**config.mk**
```make
export PLATFORM = sky130hd
export DESIGN_NAME = tlb_misc_control
export DESIGN_NICKNAME = d
export VERILOG_FILES = /design/src/rtl/tlb_misc_pkg.sv /design/src/rtl/tlb_misc_control.sv
export SDC_FILE = /design/constraint.sdc
export NUM_CORES = 1
export LEC_CHECK = 0
export ABC_AREA = 0
export BUFFER_PORTS_ARGS = -buffer_cell sky130_fd_sc_hd__buf_2
export CORE_AREA = 2 2 121 123
export CTS_BUF_LIST = sky130_fd_sc_hd__clkbuf_4
export DETAILED_ROUTE_END_ITERATION = 10
export DIE_AREA = 0 0 123 125
export PLACE_DENSITY = 0.74
export SLEW_MARGIN = 0
export SYNTH_ARGS = -nofsm -noshare
export SYNTH_HDL_FRONTEND = slang
export SYNTH_SLANG_ARGS = --single-unit
```
**constraint.sdc**
```tcl
create_clock -name core_clk -period 1.2 [get_ports core_clk]
set_input_delay 0.3 -clock core_clk [delete_from_list [all_inputs] [get_ports core_clk]]
set_output_delay 0.3 -clock core_clk [all_outputs]
set_load 0.02 [all_outputs]
```
**src/rtl/tlb_misc_pkg.sv**
```systemverilog
// package: field layout, reset values and exception codes of the translation control register
package tlb_misc_pkg;
    localparam int SET_LSB = 20;
    localparam int SET_MSB = 23;
    localparam int RD_BIT = 19;
    localparam int WE_BIT = 18;
    localparam int TAG_LSB = 4;
    localparam int TAG_MSB = 17;
    localparam int DBL_BIT = 3;
    localparam int BAD_BIT = 2;
    localparam int ACCESS_VIOLATION_FLAG_BIT = 1;
    localparam int MEM_BIT = 0;
    localparam logic [31:0] CTRL_RESET = 32'h0000_0000;
    localparam int MAX_SETS_LOG2 = 4;
    localparam int MAX_TAG_WIDTH = 14;
    localparam int MIN_TAG_WIDTH = 8;
    // exception kinds reported by the core's exception logic
    typedef enum logic [3:0] {
        EXC_OTHER = 4'h0,
        EXC_MISS_INST = 4'h1,
        EXC_MISS_DATA = 4'h2,
        EXC_DBL_INST = 4'h3,
        EXC_DBL_DATA = 4'h4,
        EXC_ACCESS_VIOLATION_FLAG_INST = 4'h5,
        EXC_ACCESS_VIOLATION_FLAG_DATA = 4'h6,
        EXC_SUPV_INST = 4'h7,
        EXC_SUPV_DATA = 4'h8,
        EXC_MISALIGN_DATA = 4'h9,
        EXC_MISALIGN_DEST = 4'ha,
        EXC_BREAK = 4'hb
    } exc_kind_type;
    // read sequencer: idle, or waiting for the array to answer
    typedef enum logic [1:0] {
        RD_IDLE = 2'b00,
        RD_WAIT = 2'b01
    } rd_state_type;
endpackage : tlb_misc_pkg

```
**src/rtl/tlb_misc_control.sv**
```systemverilog
// translation control register with TLB read and write sequencing
//////////////////////////////////////////////////////////////////////////////
// Contract
// read trigger loads page tag, tag, access
// read entry picked by line and set
// selector changes leave loaded values alone
// write-through enable gates array write
// enable set on violation or outer miss
// set select increments per array write
// up to 16 sets, zero upper bits
// process tag 8 to 14 bits
// software loads tag before each write
// array tag beats written tag on read
// double-miss flag follows each exception; a break exception leaves it unchanged
// bad-address flag for four address faults
// violation flag only for permission faults
// memory-side flag for data faults
// field access types, all reset zero
// unused tag kept zero by software
// access write with enable writes entry
// global entries skip tag in lookup
// bit placement of all fields
// read trigger self-clears, reads zero
module tlb_misc_control #(
    parameter int SET_BITS = 4,
    parameter int TAG_WIDTH = 14,
    parameter int LINE_BITS = 4,
    parameter int PAGE_BITS = 20,
    parameter int ACC_WIDTH = 32
) (
    input wire logic core_clk,
    input wire logic reset_n,
    input wire logic ctrlWrite,
    input wire logic [31:0] ctrlWdata,
    input wire logic accWrite,
    input wire logic [ACC_WIDTH-1:0] accWdata,
    input wire logic [PAGE_BITS-1:0] pageNumber,
    input wire logic excTaken,
    input wire tlb_misc_pkg::exc_kind_type excKind,
    input wire logic exception_handler_active,
    input wire logic arrayReadDone,
    input wire logic [PAGE_BITS-LINE_BITS-1:0] arrayTagData,
    input wire logic [TAG_WIDTH-1:0] arrayProcTag,
    input wire logic [ACC_WIDTH-1:0] arrayAccData,
    input wire logic arrayGlobal,
    output logic [31:0] ctrlRdata,
    output logic arrayReadReq,
    output logic arrayWriteReq,
    output logic [LINE_BITS-1:0] arrayLine,
    output logic [SET_BITS-1:0] arraySet,
    output logic [PAGE_BITS-1:0] arrayWrPage,
    output logic [TAG_WIDTH-1:0] arrayWrTag,
    output logic [ACC_WIDTH-1:0] arrayWrAcc,
    output logic [ACC_WIDTH-1:0] accData,
    output logic pageTagLoad,
    output logic [PAGE_BITS-LINE_BITS-1:0] pageTagData,
    output logic lookupUsesTag
);
    //////////////////////////////////////////////////////////////////////////
    // state
    logic [SET_BITS-1:0] setSel_r, setSel_nxt;
    logic writeEn_r, writeEn_nxt;
    logic [TAG_WIDTH-1:0] procTag_r, procTag_nxt;
    logic dblFlag_r, dblFlag_nxt, badFlag_r, badFlag_nxt;
    logic permFlag_r, permFlag_nxt, memFlag_r, memFlag_nxt;
    tlb_misc_pkg::rd_state_type rdState_r, rdState_nxt;
    logic [31:0] rdata_r, rdata_nxt;
    logic readReq_r, readReq_nxt, writeReq_r, writeReq_nxt;
    logic [LINE_BITS-1:0] line_r, line_nxt;
    logic [SET_BITS-1:0] set_r, set_nxt;
    logic [PAGE_BITS-1:0] wrPage_r, wrPage_nxt;
    logic [TAG_WIDTH-1:0] wrTag_r, wrTag_nxt;
    logic [ACC_WIDTH-1:0] wrAcc_r, wrAcc_nxt, acc_r, acc_nxt;
    logic tagLoad_r, tagLoad_nxt;
    logic [PAGE_BITS-LINE_BITS-1:0] tagData_r, tagData_nxt;
    logic useTag_r, useTag_nxt;

    // true when a given exception kind relates to a data access
    function automatic logic isDataExc(input tlb_misc_pkg::exc_kind_type k);
        return (k == tlb_misc_pkg::EXC_MISS_DATA) || (k == tlb_misc_pkg::EXC_DBL_DATA) ||
            (k == tlb_misc_pkg::EXC_ACCESS_VIOLATION_FLAG_DATA) || (k == tlb_misc_pkg::EXC_MISALIGN_DATA) ||
            (k == tlb_misc_pkg::EXC_SUPV_DATA);
    endfunction : isDataExc

    // pack the readable view; read trigger always reads back zero
    function automatic logic [31:0] packView(input logic [SET_BITS-1:0] s, input logic we,
            input logic [TAG_WIDTH-1:0] t, input logic [3:0] f);
        logic [31:0] v;
        v = 32'h0000_0000;
        v[tlb_misc_pkg::SET_LSB +: SET_BITS] = s;
        v[tlb_misc_pkg::WE_BIT] = we;
        v[tlb_misc_pkg::TAG_LSB +: TAG_WIDTH] = t;
        v[tlb_misc_pkg::DBL_BIT:tlb_misc_pkg::MEM_BIT] = f;
        return v;
    endfunction : packView

    //////////////////////////////////////////////////////////////////////////
    // next-state for register fields and array requests
    always_comb begin
        logic isMiss;
        logic isPerm;
        logic isDbl;
        isMiss = 1'b0;
        isPerm = 1'b0;
        isDbl = 1'b0;
        setSel_nxt = setSel_r;
        writeEn_nxt = writeEn_r;
        procTag_nxt = procTag_r;
        dblFlag_nxt = dblFlag_r;
        badFlag_nxt = badFlag_r;
        permFlag_nxt = permFlag_r;
        memFlag_nxt = memFlag_r;
        rdState_nxt = rdState_r;
        readReq_nxt = 1'b0;
        writeReq_nxt = 1'b0;
        line_nxt = line_r;
        set_nxt = set_r;
        wrPage_nxt = wrPage_r;
        wrTag_nxt = wrTag_r;
        wrAcc_nxt = wrAcc_r;
        acc_nxt = acc_r;
        tagLoad_nxt = 1'b0;
        tagData_nxt = tagData_r;
        useTag_nxt = useTag_r;
        // software writes: selector changes only store, they never refetch
        if (ctrlWrite) begin
            setSel_nxt = ctrlWdata[tlb_misc_pkg::SET_LSB +: SET_BITS];
            writeEn_nxt = ctrlWdata[tlb_misc_pkg::WE_BIT];
            procTag_nxt = ctrlWdata[tlb_misc_pkg::TAG_LSB +: TAG_WIDTH];
            if (ctrlWdata[tlb_misc_pkg::RD_BIT]) begin
                readReq_nxt = 1'b1;
                line_nxt = pageNumber[LINE_BITS-1:0];
                set_nxt = ctrlWdata[tlb_misc_pkg::SET_LSB +: SET_BITS];
                rdState_nxt = tlb_misc_pkg::RD_WAIT;
            end
        end
        // access register write, optionally written through to the array
        if (accWrite) begin
            acc_nxt = accWdata;
            if (writeEn_r) begin
                writeReq_nxt = 1'b1;
                line_nxt = pageNumber[LINE_BITS-1:0];
                set_nxt = setSel_r;
                wrPage_nxt = pageNumber;
                wrTag_nxt = procTag_r;
                wrAcc_nxt = accWdata;
                setSel_nxt = SET_BITS'(setSel_r + 1'b1);
            end
        end
        // array answer: returned tag wins over any same-cycle written tag
        if (rdState_r == tlb_misc_pkg::RD_WAIT && arrayReadDone) begin
            procTag_nxt = arrayProcTag;
            acc_nxt = arrayAccData;
            tagLoad_nxt = 1'b1;
            tagData_nxt = arrayTagData;
            useTag_nxt = ~arrayGlobal;
            rdState_nxt = tlb_misc_pkg::RD_IDLE;
        end
        // exception capture overrides software in the same cycle
        if (excTaken && excKind != tlb_misc_pkg::EXC_BREAK) begin
            isDbl = (excKind == tlb_misc_pkg::EXC_DBL_INST) ||
                (excKind == tlb_misc_pkg::EXC_DBL_DATA);
            isMiss = (excKind == tlb_misc_pkg::EXC_MISS_INST) ||
                (excKind == tlb_misc_pkg::EXC_MISS_DATA) || isDbl;
            isPerm = (excKind == tlb_misc_pkg::EXC_ACCESS_VIOLATION_FLAG_INST) ||
                (excKind == tlb_misc_pkg::EXC_ACCESS_VIOLATION_FLAG_DATA);
            dblFlag_nxt = isDbl;
            badFlag_nxt = (excKind == tlb_misc_pkg::EXC_SUPV_INST) ||
                (excKind == tlb_misc_pkg::EXC_SUPV_DATA) ||
                (excKind == tlb_misc_pkg::EXC_MISALIGN_DATA) ||
                (excKind == tlb_misc_pkg::EXC_MISALIGN_DEST);
            permFlag_nxt = isPerm;
            memFlag_nxt = isDataExc(excKind);
            if (isPerm || (isMiss && !exception_handler_active)) begin
                writeEn_nxt = 1'b1;
            end
        end
        rdata_nxt = packView(setSel_nxt, writeEn_nxt, procTag_nxt,
            {dblFlag_nxt, badFlag_nxt, permFlag_nxt, memFlag_nxt});
    end

    // registers only; all fields clear on reset
    always_ff @(posedge core_clk) begin
        if (!reset_n) begin
            setSel_r <= '0;
            writeEn_r <= 1'b0;
            procTag_r <= '0;
            dblFlag_r <= 1'b0;
            badFlag_r <= 1'b0;
            permFlag_r <= 1'b0;
            memFlag_r <= 1'b0;
            rdState_r <= tlb_misc_pkg::RD_IDLE;
            rdata_r <= tlb_misc_pkg::CTRL_RESET;
            readReq_r <= 1'b0;
            writeReq_r <= 1'b0;
            line_r <= '0;
            set_r <= '0;
            wrPage_r <= '0;
            wrTag_r <= '0;
            wrAcc_r <= '0;
            acc_r <= '0;
            tagLoad_r <= 1'b0;
            tagData_r <= '0;
            useTag_r <= 1'b1;
        end else begin
            setSel_r <= setSel_nxt;
            writeEn_r <= writeEn_nxt;
            procTag_r <= procTag_nxt;
            dblFlag_r <= dblFlag_nxt;
            badFlag_r <= badFlag_nxt;
            permFlag_r <= permFlag_nxt;
            memFlag_r <= memFlag_nxt;
            rdState_r <= rdState_nxt;
            rdata_r <= rdata_nxt;
            readReq_r <= readReq_nxt;
            writeReq_r <= writeReq_nxt;
            line_r <= line_nxt;
            set_r <= set_nxt;
            wrPage_r <= wrPage_nxt;
            wrTag_r <= wrTag_nxt;
            wrAcc_r <= wrAcc_nxt;
            acc_r <= acc_nxt;
            tagLoad_r <= tagLoad_nxt;
            tagData_r <= tagData_nxt;
            useTag_r <= useTag_nxt;
        end
    end

    // outputs straight from flops
    assign ctrlRdata = rdata_r;
    assign arrayReadReq = readReq_r;
    assign arrayWriteReq = writeReq_r;
    assign arrayLine = line_r;
    assign arraySet = set_r;
    assign arrayWrPage = wrPage_r;
    assign arrayWrTag = wrTag_r;
    assign arrayWrAcc = wrAcc_r;
    assign accData = acc_r;
    assign pageTagLoad = tagLoad_r;
    assign pageTagData = tagData_r;
    assign lookupUsesTag = useTag_r;

    //////////////////////////////////////////////////////////////////////////
    // checks
    a_write_through_req: assert property (@(posedge core_clk) disable iff (!reset_n)
        accWrite |=> arrayWriteReq == $past(writeEn_r))
        else $error("array write request does not follow enable");
    a_set_increment: assert property (@(posedge core_clk) disable iff (!reset_n)
        (accWrite && writeEn_r && !ctrlWrite) |=> setSel_r == $past(setSel_r) + 1'b1)
        else $error("set select did not advance on array write");
    // a write-through carries the live page number and process tag
    a_write_uses_tag: assert property (@(posedge core_clk) disable iff (!reset_n)
        (accWrite && writeEn_r) |=>
        arrayWrTag == $past(procTag_r) && arrayWrPage == $past(pageNumber))
        else $error("array write fields wrong");
    a_access_violation_flag_sets_we: assert property (@(posedge core_clk) disable iff (!reset_n)
        (excTaken && (excKind == tlb_misc_pkg::EXC_ACCESS_VIOLATION_FLAG_DATA)) |=> writeEn_r)
        else $error("write enable not set on violation");
    a_miss_outer_we: assert property (@(posedge core_clk) disable iff (!reset_n)
        (excTaken && !exception_handler_active && (excKind == tlb_misc_pkg::EXC_MISS_INST ||
        excKind == tlb_misc_pkg::EXC_MISS_DATA)) |=> writeEn_r)
        else $error("write enable not set on outer miss");
    a_dbl_flag_track: assert property (@(posedge core_clk) disable iff (!reset_n)
        (excTaken && excKind != tlb_misc_pkg::EXC_BREAK) |=>
        dblFlag_r == ($past(excKind) inside {tlb_misc_pkg::EXC_DBL_INST,
        tlb_misc_pkg::EXC_DBL_DATA}))
        else $error("double-miss flag wrong");
    // exception flags are rewritten by every non-break exception
    a_bad_flag_track: assert property (@(posedge core_clk) disable iff (!reset_n)
        (excTaken && excKind != tlb_misc_pkg::EXC_BREAK) |=>
        badFlag_r == ($past(excKind) inside {tlb_misc_pkg::EXC_SUPV_INST,
        tlb_misc_pkg::EXC_SUPV_DATA, tlb_misc_pkg::EXC_MISALIGN_DATA,
        tlb_misc_pkg::EXC_MISALIGN_DEST}))
        else $error("bad-address flag wrong");
    a_break_keeps_flags: assert property (@(posedge core_clk) disable iff (!reset_n)
        (excTaken && excKind == tlb_misc_pkg::EXC_BREAK) |=>
        $stable({dblFlag_r, badFlag_r, permFlag_r, memFlag_r}))
        else $error("break exception changed the flags");
    a_access_violation_flag_flag_track: assert property (@(posedge core_clk) disable iff (!reset_n)
        (excTaken && excKind == tlb_misc_pkg::EXC_OTHER) |=> !permFlag_r && !badFlag_r)
        else $error("flags not cleared on other exception");
    a_data_side_flag: assert property (@(posedge core_clk) disable iff (!reset_n)
        (excTaken && excKind == tlb_misc_pkg::EXC_MISALIGN_DATA) |=> memFlag_r && badFlag_r)
        else $error("data-side flag missing");
    a_read_tag_wins: assert property (@(posedge core_clk) disable iff (!reset_n)
        (rdState_r == tlb_misc_pkg::RD_WAIT && arrayReadDone && !excTaken) |=>
        procTag_r == $past(arrayProcTag) && pageTagLoad)
        else $error("returned tag not stored");
    // a selector write alone must not reload the fetched entry
    a_select_no_refetch: assert property (@(posedge core_clk) disable iff (!reset_n)
        (ctrlWrite && !ctrlWdata[tlb_misc_pkg::RD_BIT] && !accWrite &&
        rdState_r == tlb_misc_pkg::RD_IDLE) |=> !pageTagLoad && $stable(accData))
        else $error("entry reloaded without a read");
    a_trigger_reads_zero: assert property (@(posedge core_clk) disable iff (!reset_n)
        !ctrlRdata[tlb_misc_pkg::RD_BIT])
        else $error("read trigger visible");
    a_read_request: assert property (@(posedge core_clk) disable iff (!reset_n)
        (ctrlWrite && ctrlWdata[tlb_misc_pkg::RD_BIT]) |=>
        arrayReadReq && arraySet == $past(ctrlWdata[tlb_misc_pkg::SET_LSB +: SET_BITS]))
        else $error("read request missing");
endmodule : tlb_misc_control

```
Word level (Yosys, flattened, before mapping)
Index checks and enable logic that the tools add are counted.
Word-level totals
  flip-flop bits (word level): 182
  logic and storage cells: 82
  output and inout bits: 158
  input port bits: 158
Operators by class
  eq/ne operators: 11
  muxes and demuxes: 25
  reductions and logical operators: 22
  bitwise gates (word level): 2
  add/sub/neg operators: 1
Operators by type and width (count)
  32-bit two-way mux: 2
  4-bit two-way mux: 11
  14-bit two-way mux: 2
  4-bit by 3-bit == test with 1-bit output, second input constant: 4
  4-bit == test, second input constant: 3
  1-bit logical OR: 12
  1-bit two-way mux: 10
  4-bit by 2-bit == test with 1-bit output, second input constant: 2
  2-bit AND reduction: 4
  4-bit by 1-bit adder with 4-bit output, second input constant: 1
  4-bit by 1-bit == test with 1-bit output, second input constant: 1
  4-bit inequality test, second input constant: 1
  1-bit logical AND: 3
  1-bit NOT: 2
  2-bit nonzero test: 1
  2-bit OR reduction: 1
  1-bit zero test: 1

Longest topological paths before layout
Gate-level depths: netlist of run 1.
  depth after elaboration: 7
  depth in mapped cells: 7
  mapped depth without buffers: 4

Worst setup path after synthesis of run 1
No wires, ideal clock.
  path type: input -> register
  start: in accWrite
  end: reg line_r[0], in the netlist arrayLine[0]
  data required time: 1.072 ns
  slack: -0.017 ns
  library setup time: 0.128 ns
  stages: 6
  arrival: 1.089 ns
  cells stage by stage: buf_6 > and2_1 > buf_6 > a21oi_4 > mux2i_1 > nor2_1
On the way
  longest elaborated chain between the ends: 1
RTL lines
  from (decl): line tlb_misc_control.sv:35  | input wire logic accWrite,
  4-bit two-way mux: line tlb_misc_control.sv:138  | if (accWrite) begin
  to (signal assigned): line tlb_misc_control.sv:217  | line_r <= line_nxt;
  to (decl): line tlb_misc_control.sv:69  | logic [LINE_BITS-1:0] line_r, line_nxt;
Every way passes these cells.
A chain may end at the register's enable or synchronous reset.

==> results_dict.tcl, run 1 <==
set metrics [dict create \
    antenna_found_initial 3 \
    period_share 1.18 \
    setup_ws_ns -0.222 \
    intPower_mw 8.27 \
    post-place-ws_ns -0.124 \
    worst_ir_drop_vdd_mv 0.850 \
    drt_iter0_drc 417 \
    crit_required_ns 1.61 \
    clock-sinks 150 \
    worstHoldStart "ctrlWdata[19]" \
    status "complete, but fails checks" \
    path_cells "buf_4, and2_4, a21oi_4, mux2i_1, nor2_1" \
    power_frac_comb 0.243 \
    clkPwrFrac 0.293 \
    yosysMostFrequentCell "nand2_1" \
    via_per_inst 5.33 \
    worstSetupEndpointType "flip-flop" \
    io-pin-count 316 \
    yosys_register_bits 150 \
    crit_type "flip-flop to flip-flop" \
    vias 7249 \
    clk_latency_ns 0.55 \
    hp-class "input port to flip-flop" \
    final_cells 1360 \
    cts_tree "built" \
    core_um2 14200 \
    overflow 0 \
    drt-total-wl_um 27600 \
    timing.fmax_mhz 703 \
    syn_area_um2 5700 \
    drt.antenna.violating_nets 0 \
    cpPeakStageDelay_ns 0.35 \
    critPathLaunchType "flip-flop" \
    synth_cell_types 36 \
    cts-htree-levels 4 \
    synth.yosys.seq_area_share 0.527 \
    rsz0062_at_grt "true" \
    synth_edf_count 0 \
    place.gp.congestion 0.823 \
    synth_top_area_frac 0.527 \
    die_h_um 125 \
    powerDensity_nw_per_um2 1050 \
    worst_hold_slack_ns 0.129 \
    first_pass_iters 5 \
    arrival_ns 1.83 \
    sw_frac_of_total 0.302 \
    synth_warnings 0 \
    cts.clk_slew.worst_paths_ns 0.14 \
    grt_use_total 0.312 \
    critPathLaunch "ctrlRdata[18]" \
    area_growth_pct 97.8 \
    slowest_stage "dfxtp_2" \
    num_rows 44 \
    hpwl_um 12800 \
    power.share.sequential 0.464 \
    synth_cells 649 \
    fin_crit_ns 1.42 \
    cts_made_buffers 17 \
    grt_pass1_wl_um 37100 \
    p_leak_nw 5.04 \
    initial_core_util 0.401 \
    place_inst 1115 \
    nNetsFinal 1318 \
    die_w_um 123 \
    rr_startpoint "ctrlRdata[18]" \
    maxCapViolations 0 \
    grt_max_degree 43 \
    syn_area_per_cell_um2 8.78 \
    wl_per_cell_um 20.3 \
    switchingPower_mw 3.58 \
    violations "negative setup slack" \
    synthTopCellsByArea "dfxtp_1 (53%), nand2_1 (13%), mux2i_1 (9.5%), a21oi_1 (6.6%), o21ai_0 (3.5%)" \
    critPathMaxFanout 4 \
    utilization 0.794 \
    setup_viol 216 \
    drv_slew 0 \
    yosysTopAreaCell "dfxtp_1" \
    port_buffers 294 \
    skew_ns 0.0294 \
    yosys-top-cells-count "nand2_1 (190), dfxtp_1 (150), a21oi_1 (75), mux2i_1 (54), o21ai_0 (40)" \
    drc_errors 0 \
    power_mw 11.9 \
    finalHoldViolCount 0 \
    dieArea_um2 15400 \
    grt_pass1_vias 7195 \
    cts_root_buf "clkbuf_4" \
    drive_gt1_frac 0.531 \
    ys_async_sr_fraction 0 \
    ys.flop_type "dfxtp_1" \
    cts_max_path_buffers 2 \
]
[critical path, delay by kind of cell, from the launching register on]
family | cells | cell delay (ns)
buf+inv | 1 | 0.16
compound gates | 1 | 0.20
simple gates | 2 | 0.30
mux | 1 | 0.29
flops | 1 | 0.35
[registers in the layout (all words and copies together), names as in the netlist]
name,flops
ctrlRdata,6
procTag_r,13
rdState_r,1
arraySet,4
arrayWrTag,14
arrayWriteReq,1
arrayWrPage,20
setSel_r,4
accData,32
arrayLine,4
arrayReadReq,1
pageTagLoad,1
pageTagData,16
arrayWrAcc,32
lookupUsesTag,1
[final timing paths]
| kind | endpoint | slack (ns) | cells past startpoint |
|---|---|---|---|
| worst min-delay path | arraySet[1] | 0.13 | 3 |
| worst max register to register | arrayLine[0] | -0.22 | 5 |
| worst max-delay path | arrayLine[0] | -0.22 | 5 |
| worst min register to register | arrayWrAcc[26] | 0.47 | 2 |
[stage by stage]
step           instance area, um2  setup TNS (ns)
6_report                    11300          -20.16
2_1_floorplan                5730               0
3_3_place_gp                 7560           -2.11
3_5_place_dp                 7560           -3.33
5_1_grt                     11300          -33.60
4_1_cts                     10600          -27.91
[placed cells by master (no fill, tap or decap), types with 8 or more instances in the layout]
cell / netlist / final
a21oi_1: 75 / 57
a21oi_2: 1 / 18
a22o_1: 16 / 16
buf_12: 0 / 18
buf_2: 26 / 145
buf_4: 16 / 77
buf_6: 5 / 155
clkbuf_16: 0 / 8
clkbuf_4: 0 / 17
conb_1: 1 / 9
dfxtp_2: 0 / 146
dlygate4sd3_1: 0 / 135
mux2i_1: 54 / 54
nand2_1: 190 / 184
nor2_1: 19 / 19
o21ai_0: 40 / 36
o21ai_1: 10 / 13
[cell type report]
type                       instances  area (um2)
inverter                           2        7.51
timing repair buffer             541        5020
antenna                            4        10.0
clock buffer                      17         128
sequential                       150        3200
tap                              184         230
clock inverter                    15         178
fill                             769        2930
multi-input combinational        447        2500
[cells by family after synthesis]
logic type / Yosys count / synth area share
compound gates: 154 / 0.153
flops: 150 / 0.527
fa+ha+maj: 1 / 0.00220
simple gates: 226 / 0.156
xor+xnor: 2 / 0.00307
other cells: 1 / 0.000658
buf+inv: 61 / 0.0632
mux: 54 / 0.0948
[layer usage]
layer,track usage,vias up,part of all wire
met3,0.0853,148,0.082
met1,0.318,3443,0.35
met2,0.562,468,0.51
li1,-,3190,-
met4,0.184,0,0.064
met5,0,-,0
[power by group through the flow]
stage,Combinational (mW),Sequential (mW),Clock [mW]
6_report,2.88,5.50,3.48
2_1_floorplan,0.649,5.78,0
5_1_grt,3.02,5.52,3.70
4_1_cts,2.48,5.47,3.49
3_3_place_gp,1.70,5.48,0
3_5_place_dp,1.72,5.49,0
[timing repair]
action,in CTS,in global routing
cloned,1,9
endpoints found under the setup margin,185,252
hold endpoints to repair,128,0
hold buffers,135,0
pin swaps,1,9
gates resized for setup,457,43
setup buffers,26,38
No activity file was read; power rests on OpenSTA's default activity.
==> run 2, diff against run 1 <==
--- a/config.mk
+++ b/config.mk
@@ -7,11 +7,11 @@
 export LEC_CHECK = 0
 export ABC_AREA = 0
 export BUFFER_PORTS_ARGS = -buffer_cell sky130_fd_sc_hd__buf_2
-export CORE_AREA = 2 2 121 123
+export CORE_UTILIZATION = 30
 export CTS_BUF_LIST = sky130_fd_sc_hd__clkbuf_4
 export DETAILED_ROUTE_END_ITERATION = 10
-export DIE_AREA = 0 0 123 125
-export PLACE_DENSITY = 0.74
+export GPL_TIMING_DRIVEN = 0
+export PLACE_DENSITY = 0.55
 export SLEW_MARGIN = 0
 export SYNTH_ARGS = -nofsm -noshare
 export SYNTH_HDL_FRONTEND = slang
==> constraint.sdc (replaced) <==
create_clock -name core_clk -period 1.45 [get_ports core_clk]
set_input_delay 0.3625 -clock core_clk [delete_from_list [all_inputs] [get_ports core_clk]]
set_output_delay 0.3625 -clock core_clk [all_outputs]
set_load 0.02 [all_outputs]
==> run 2 against run 1 <==
Effect of this change:
- highest routed layer unchanged
- critical endpoint is now ctrlRdata[18]
- the flow still finishes with violations (negative setup slack)
- first-iteration DRC count shrank 57%
- die area up 27%
- global-route usage down 9.3 points
- count of clock-buffer cells in the layout up 1
==> results_dict.tcl, run 2 (synthesized netlist as in run 1, its figures left out) <==
set metrics [dict create \
    status "complete, but fails checks" \
    violations "negative setup slack" \
    drt-total-wl_um 21500 \
    first_pass_iters 4 \
    timing.fmax_mhz 678 \
    switchingPower_mw 2.74 \
    drive_gt1_frac 0.497 \
    layout_common_cells "nand2_1 (189), buf_2 (160), buf_6 (154)" \
    cts-htree-levels 4 \
    fin_crit_ns 1.47 \
    intPower_mw 6.29 \
    place.gp.congestion 0.758 \
    core_um2 18600 \
    num_rows 50 \
    dieArea_um2 19600 \
    power.share.sequential 0.501 \
    power_frac_comb 0.220 \
    crit_type "flip-flop to output pin" \
    finalHoldViolCount 0 \
    critPathMaxFanout 2 \
    nNetsFinal 1267 \
    post-place-ws_ns -0.316 \
    cts.clk_slew.worst_paths_ns 0.12 \
    initial_core_util 0.306 \
    crit_required_ns 1.09 \
    rsz0062_at_grt "true" \
    antenna_found_initial 0 \
    die_w_um 140 \
    sw_frac_of_total 0.303 \
    nFillCells 1704 \
    powerDensity_nw_per_um2 882 \
    clk_latency_ns 0.56 \
    overflow 0 \
    cts_max_path_buffers 2 \
    drt_iter0_drc 180 \
    critPathLaunchType "flip-flop" \
    period_share 1.02 \
    grt_pass1_wl_um 33200 \
    setup_tns_ns -0.0242 \
    grt_use_total 0.220 \
    utilization 0.549 \
    area_growth_pct 79.7 \
    die_h_um 140 \
    final_common_cell "nand2_1" \
    worst_hold_slack_ns 0.0630 \
    skew_ns 0.0219 \
    arrival_ns 1.11 \
    grt_pass1_vias 6348 \
    hpwl_um 14400 \
    grt_max_degree 17 \
    relSlewSlack 0.590 \
    port_buffers 292 \
    worstSetupEndpointType "output pin" \
    drt.antenna.violating_nets 0 \
    drv_slew 0 \
    vias 6180 \
    antennaDiodeCount 0 \
    power_mw 9.03 \
    wl_per_cell_um 15.8 \
    clkPwrFrac 0.279 \
    cts_made_buffers 17 \
    io-pin-count 316 \
    drc_errors 0 \
    p_leak_nw 4.58 \
    hp-class "input port to flip-flop" \
    worst_ir_drop_vdd_mv 0.502 \
    setup_viol 1 \
    clock-sinks 150 \
    via_per_inst 4.56 \
    maxCapViolations 0 \
    worst_slew_pin_slew_ns 0.615 \
    setup_ws_ns -0.0242 \
    cts_root_buf "clkbuf_4" \
    cts_tree "built" \
]
==> run 2: timing repair <==
item,in CTS,in global routing
hold endpoints to repair,111,0
endpoints found under the setup margin,208,226
gates resized for setup,451,17
pin swaps,0,1
buffers inserted,16,18
hold buffers,110,0
==> run 2: worst max-delay path, stage by stage, from the launching register on <==
cell	delay, ns
dfxtp_2	0.35
buf_6	0.11
buf_6	0.12
==> run 2: stage by stage <==
stage	std cells	area (um2)
after detailed placement	1183	7480
after CTS	1336	10100
after global routing	1354	10200
final	1354	10200
after global placement	1183	7480
after floorplan	657	5730
==> run 2: power groups by stage <==
stage,registers (mW),logic (mW),clock network [mW]
after floorplan,4.79,0.536,0
after global placement,4.54,1.40,0
after detailed placement,4.54,1.40,0
after CTS,4.53,1.94,2.63
after global routing,4.55,2.13,2.82
final,4.53,1.98,2.52
==> run 2: layout make-up <==
class	instances	area [um2]	share of cell area
Buffer	55	362	0.0353
Clock buffer	18	135	0.0132
Clock inverter	13	123	0.0120
Inverter	2	7.51	0.000733
Multi-Input combinational cell	446	2380	0.232
Sequential cell	150	3200	0.312
Tap cell	234	293	0.0286
Timing Repair Buffer	436	3750	0.366
==> run 2: worst paths after layout <==
check,slack (ns),depth (start not counted),startpoint,endpoint
max,-0.02,2,ctrlRdata[18],ctrlRdata[18]
max reg2reg,0.10,6,ctrlRdata[18],arrayLine[0]
min,0.06,3,accWdata[29],arrayWrAcc[29]
min reg2reg,0.47,2,arrayWrAcc[20],arrayWrAcc[20]
==> run 2: layer usage <==
metal,up-vias,share of wire,global-route usage
li1,3081,-,-
met1,2863,0.40,0.239
met2,208,0.52,0.405
met3,28,0.064,0.0602
met4,0,0.020,0.0781
met5,-,0,0
==> run 3, diff against run 2 <==
--- a/config.mk
+++ b/config.mk
@@ -7,11 +7,13 @@
 export LEC_CHECK = 0
 export ABC_AREA = 0
 export BUFFER_PORTS_ARGS = -buffer_cell sky130_fd_sc_hd__buf_2
+export CELL_PAD_IN_SITES_DETAIL_PLACEMENT = 0
+export CELL_PAD_IN_SITES_GLOBAL_PLACEMENT = 1
 export CORE_UTILIZATION = 30
 export CTS_BUF_LIST = sky130_fd_sc_hd__clkbuf_4
 export DETAILED_ROUTE_END_ITERATION = 10
 export GPL_TIMING_DRIVEN = 0
-export PLACE_DENSITY = 0.55
+export PLACE_DENSITY = 0.74
 export SLEW_MARGIN = 0
 export SYNTH_ARGS = -nofsm -noshare
 export SYNTH_HDL_FRONTEND = slang
==> run 3 against run 2 <==
Effect of this change:
- the flow still finishes with violations (negative setup slack)
- setup slack got worse by 0.0077 ns
- die area did not move
- routed wire length rose by 0.12%
- sequential share of layout area rose by 0.052 points
- count of clock-buffer cells in the layout did not move
- fmax fell by 0.52%
- combinational power barely moved
- clock skew rose by 0.0016 ns
- worst hold slack got worse by 0.0088 ns
- register-to-register slack barely moved
- highest routed layer unchanged
==> results_dict.tcl, run 3 (synthesized netlist as in run 1, its figures left out) <==
set metrics [dict create \
    cts_made_buffers 17 \
    die_h_um 140 \
    timing.fmax_mhz 675 \
    crit_required_ns 1.09 \
    fin_crit_ns 1.48 \
    worst_ir_drop_vdd_mv 0.394 \
    nNetsFinal 1259 \
    antenna_found_initial 3 \
    worstSetupEndpointType "output pin" \
    dieArea_um2 19600 \
    drv_slew 0 \
    worst_slew_pin_slew_ns 0.582 \
    place.gp.congestion 0.778 \
    hpwl_um 14400 \
    skew_ns 0.0235 \
    io-pin-count 316 \
    drt_iter0_drc 213 \
    nFillCells 1708 \
    violations "negative setup slack" \
    period_share 1.02 \
    port_buffers 292 \
    critPathLaunchType "flip-flop" \
    cts_tree "built" \
    maxCapViolations 0 \
    path_common_cell "buf_6" \
    clk_latency_ns 0.55 \
    initial_core_util 0.306 \
    area_growth_pct 79.2 \
    grt_pass1_wl_um 33000 \
    utilization 0.548 \
    die_w_um 140 \
    rsz0062_at_grt "true" \
    drive_gt1_frac 0.499 \
    cts.clk_slew.worst_paths_ns 0.13 \
    grt_use_total 0.219 \
    vias 6163 \
    layout_common_cells "nand2_1 (190), buf_2 (164), buf_6 (154)" \
    slowest_stage "dfxtp_2" \
    powerDensity_nw_per_um2 917 \
    cpPeakStageDelay_ns 0.35 \
    p_leak_nw 4.57 \
    setup_viol 1 \
    num_rows 50 \
    cts_max_path_buffers 2 \
    wl_per_cell_um 15.9 \
    first_pass_iters 6 \
    crit_type "flip-flop to output pin" \
    arrival_ns 1.12 \
    cts_root_buf "clkbuf_4" \
    setup_ws_ns -0.0319 \
    critPathMaxFanout 2 \
    finalHoldViolCount 0 \
    core_um2 18600 \
    via_per_inst 4.57 \
    clock-sinks 150 \
    relSlewSlack 0.612 \
    crit_family "flip-flops" \
    hp-class "input port to flip-flop" \
    status "complete, but fails checks" \
    drt-total-wl_um 21500 \
    grt_max_degree 17 \
    drc_errors 0 \
    setup_tns_ns -0.0319 \
    path_cells "buf_6, buf_6" \
    drt.antenna.violating_nets 0 \
    path_buf_inv 2 \
    overflow 0 \
    cts-htree-levels 4 \
    final_common_cell "nand2_1" \
    grt_pass1_vias 6276 \
]
-- run 3: cell types whose count changed in the layout (fill, tap and decap cells not counted), moves of 2 or more --
cell and delta:
buf_2 +4, bufinv_16 +2, diode_2 +3, clkinvlp_4 -4
dlygate4sd3_1 -9, buf_4 +2, clkinv_4 +3, clkbuf_4 -6
buf_12 +2
-- run 3: per-layer routing --
metal  wire length (um)  up-vias  GRT usage
li1                   -     3068          -
met1               8800     2842      0.246
met2              10900      226      0.392
met3               1390       27     0.0654
met4                399        0     0.0787
met5                  0        -          0
-- run 3: tightest hold or removal path, delay by kind of cell --
kind / cells / cell delay [ns]
buffers and inverters: 1 / 0.11
and+or+nand+nor: 1 / 0.05
AOI/OAI and AO/OA: 1 / 0.05
-- run 3: stage by stage --
step / power (mW) / cell area, um2 / cells / setup WS (ns) / hold slack (ns)
final: 9.37 / 10200 / 1350 / -0.0319 / 0.0542
after global routing: 9.81 / 10200 / 1349 / -0.110 / 0.00127
after CTS: 9.42 / 9980 / 1331 / -0.0842 / 0.000366
after detailed placement: 5.95 / 7480 / 1183 / -0.301 / 0.443
after global placement: 5.94 / 7480 / 1183 / -0.287 / 0.438
after floorplan: 5.32 / 5730 / 657 / 0.171 / 0.437
-- run 3: final cells by class --
class                      instances  area [um2]  share of cell area
timing repair buffer             428        3680               0.360
tap                              234         293              0.0287
clock buffer                      18         135              0.0132
clock inverter                    14         174              0.0170
multi-input combinational        446        2370               0.232
sequential                       150        3200               0.313
buffer                            55         355              0.0348
antenna                            3        7.51            0.000735
inverter                           2        7.51            0.000735
-- run 3: timing repair --
action | in CTS | in global routing
setup buffers | 20 | 15
pin swaps | 0 | 2
hold buffers | 100 | 1
cloned | 0 | 0
resized for setup | 431 | 31
endpoints found under the hold margin | 101 | 1
setup endpoints to repair | 208 | 184
-- run 3: power breakdown --
group          internal [mW]  leakage, nW  total (mW)  switching (mW)
combinational           1.03         3.13        1.96           0.935
sequential              4.37         1.29        4.53           0.157
clock                   1.23        0.159        2.88            1.65
total                   6.63         4.57        9.37            2.74
-- run 3: path summary, 6_finish.rpt --
| kind | from | endpoint | slack (ns) | cells after the start |
|---|---|---|---|---|
| worst min-delay path | accWdata[11] | arrayWrAcc[11] | 0.05 | 3 |
| worst max register to register | ctrlRdata[18] | arrayLine[0] | 0.09 | 6 |
| worst min register to register | arrayWrPage[12] | arrayWrPage[12] | 0.47 | 2 |
| worst max-delay path | ctrlRdata[18] | ctrlRdata[18] | -0.03 | 2 |
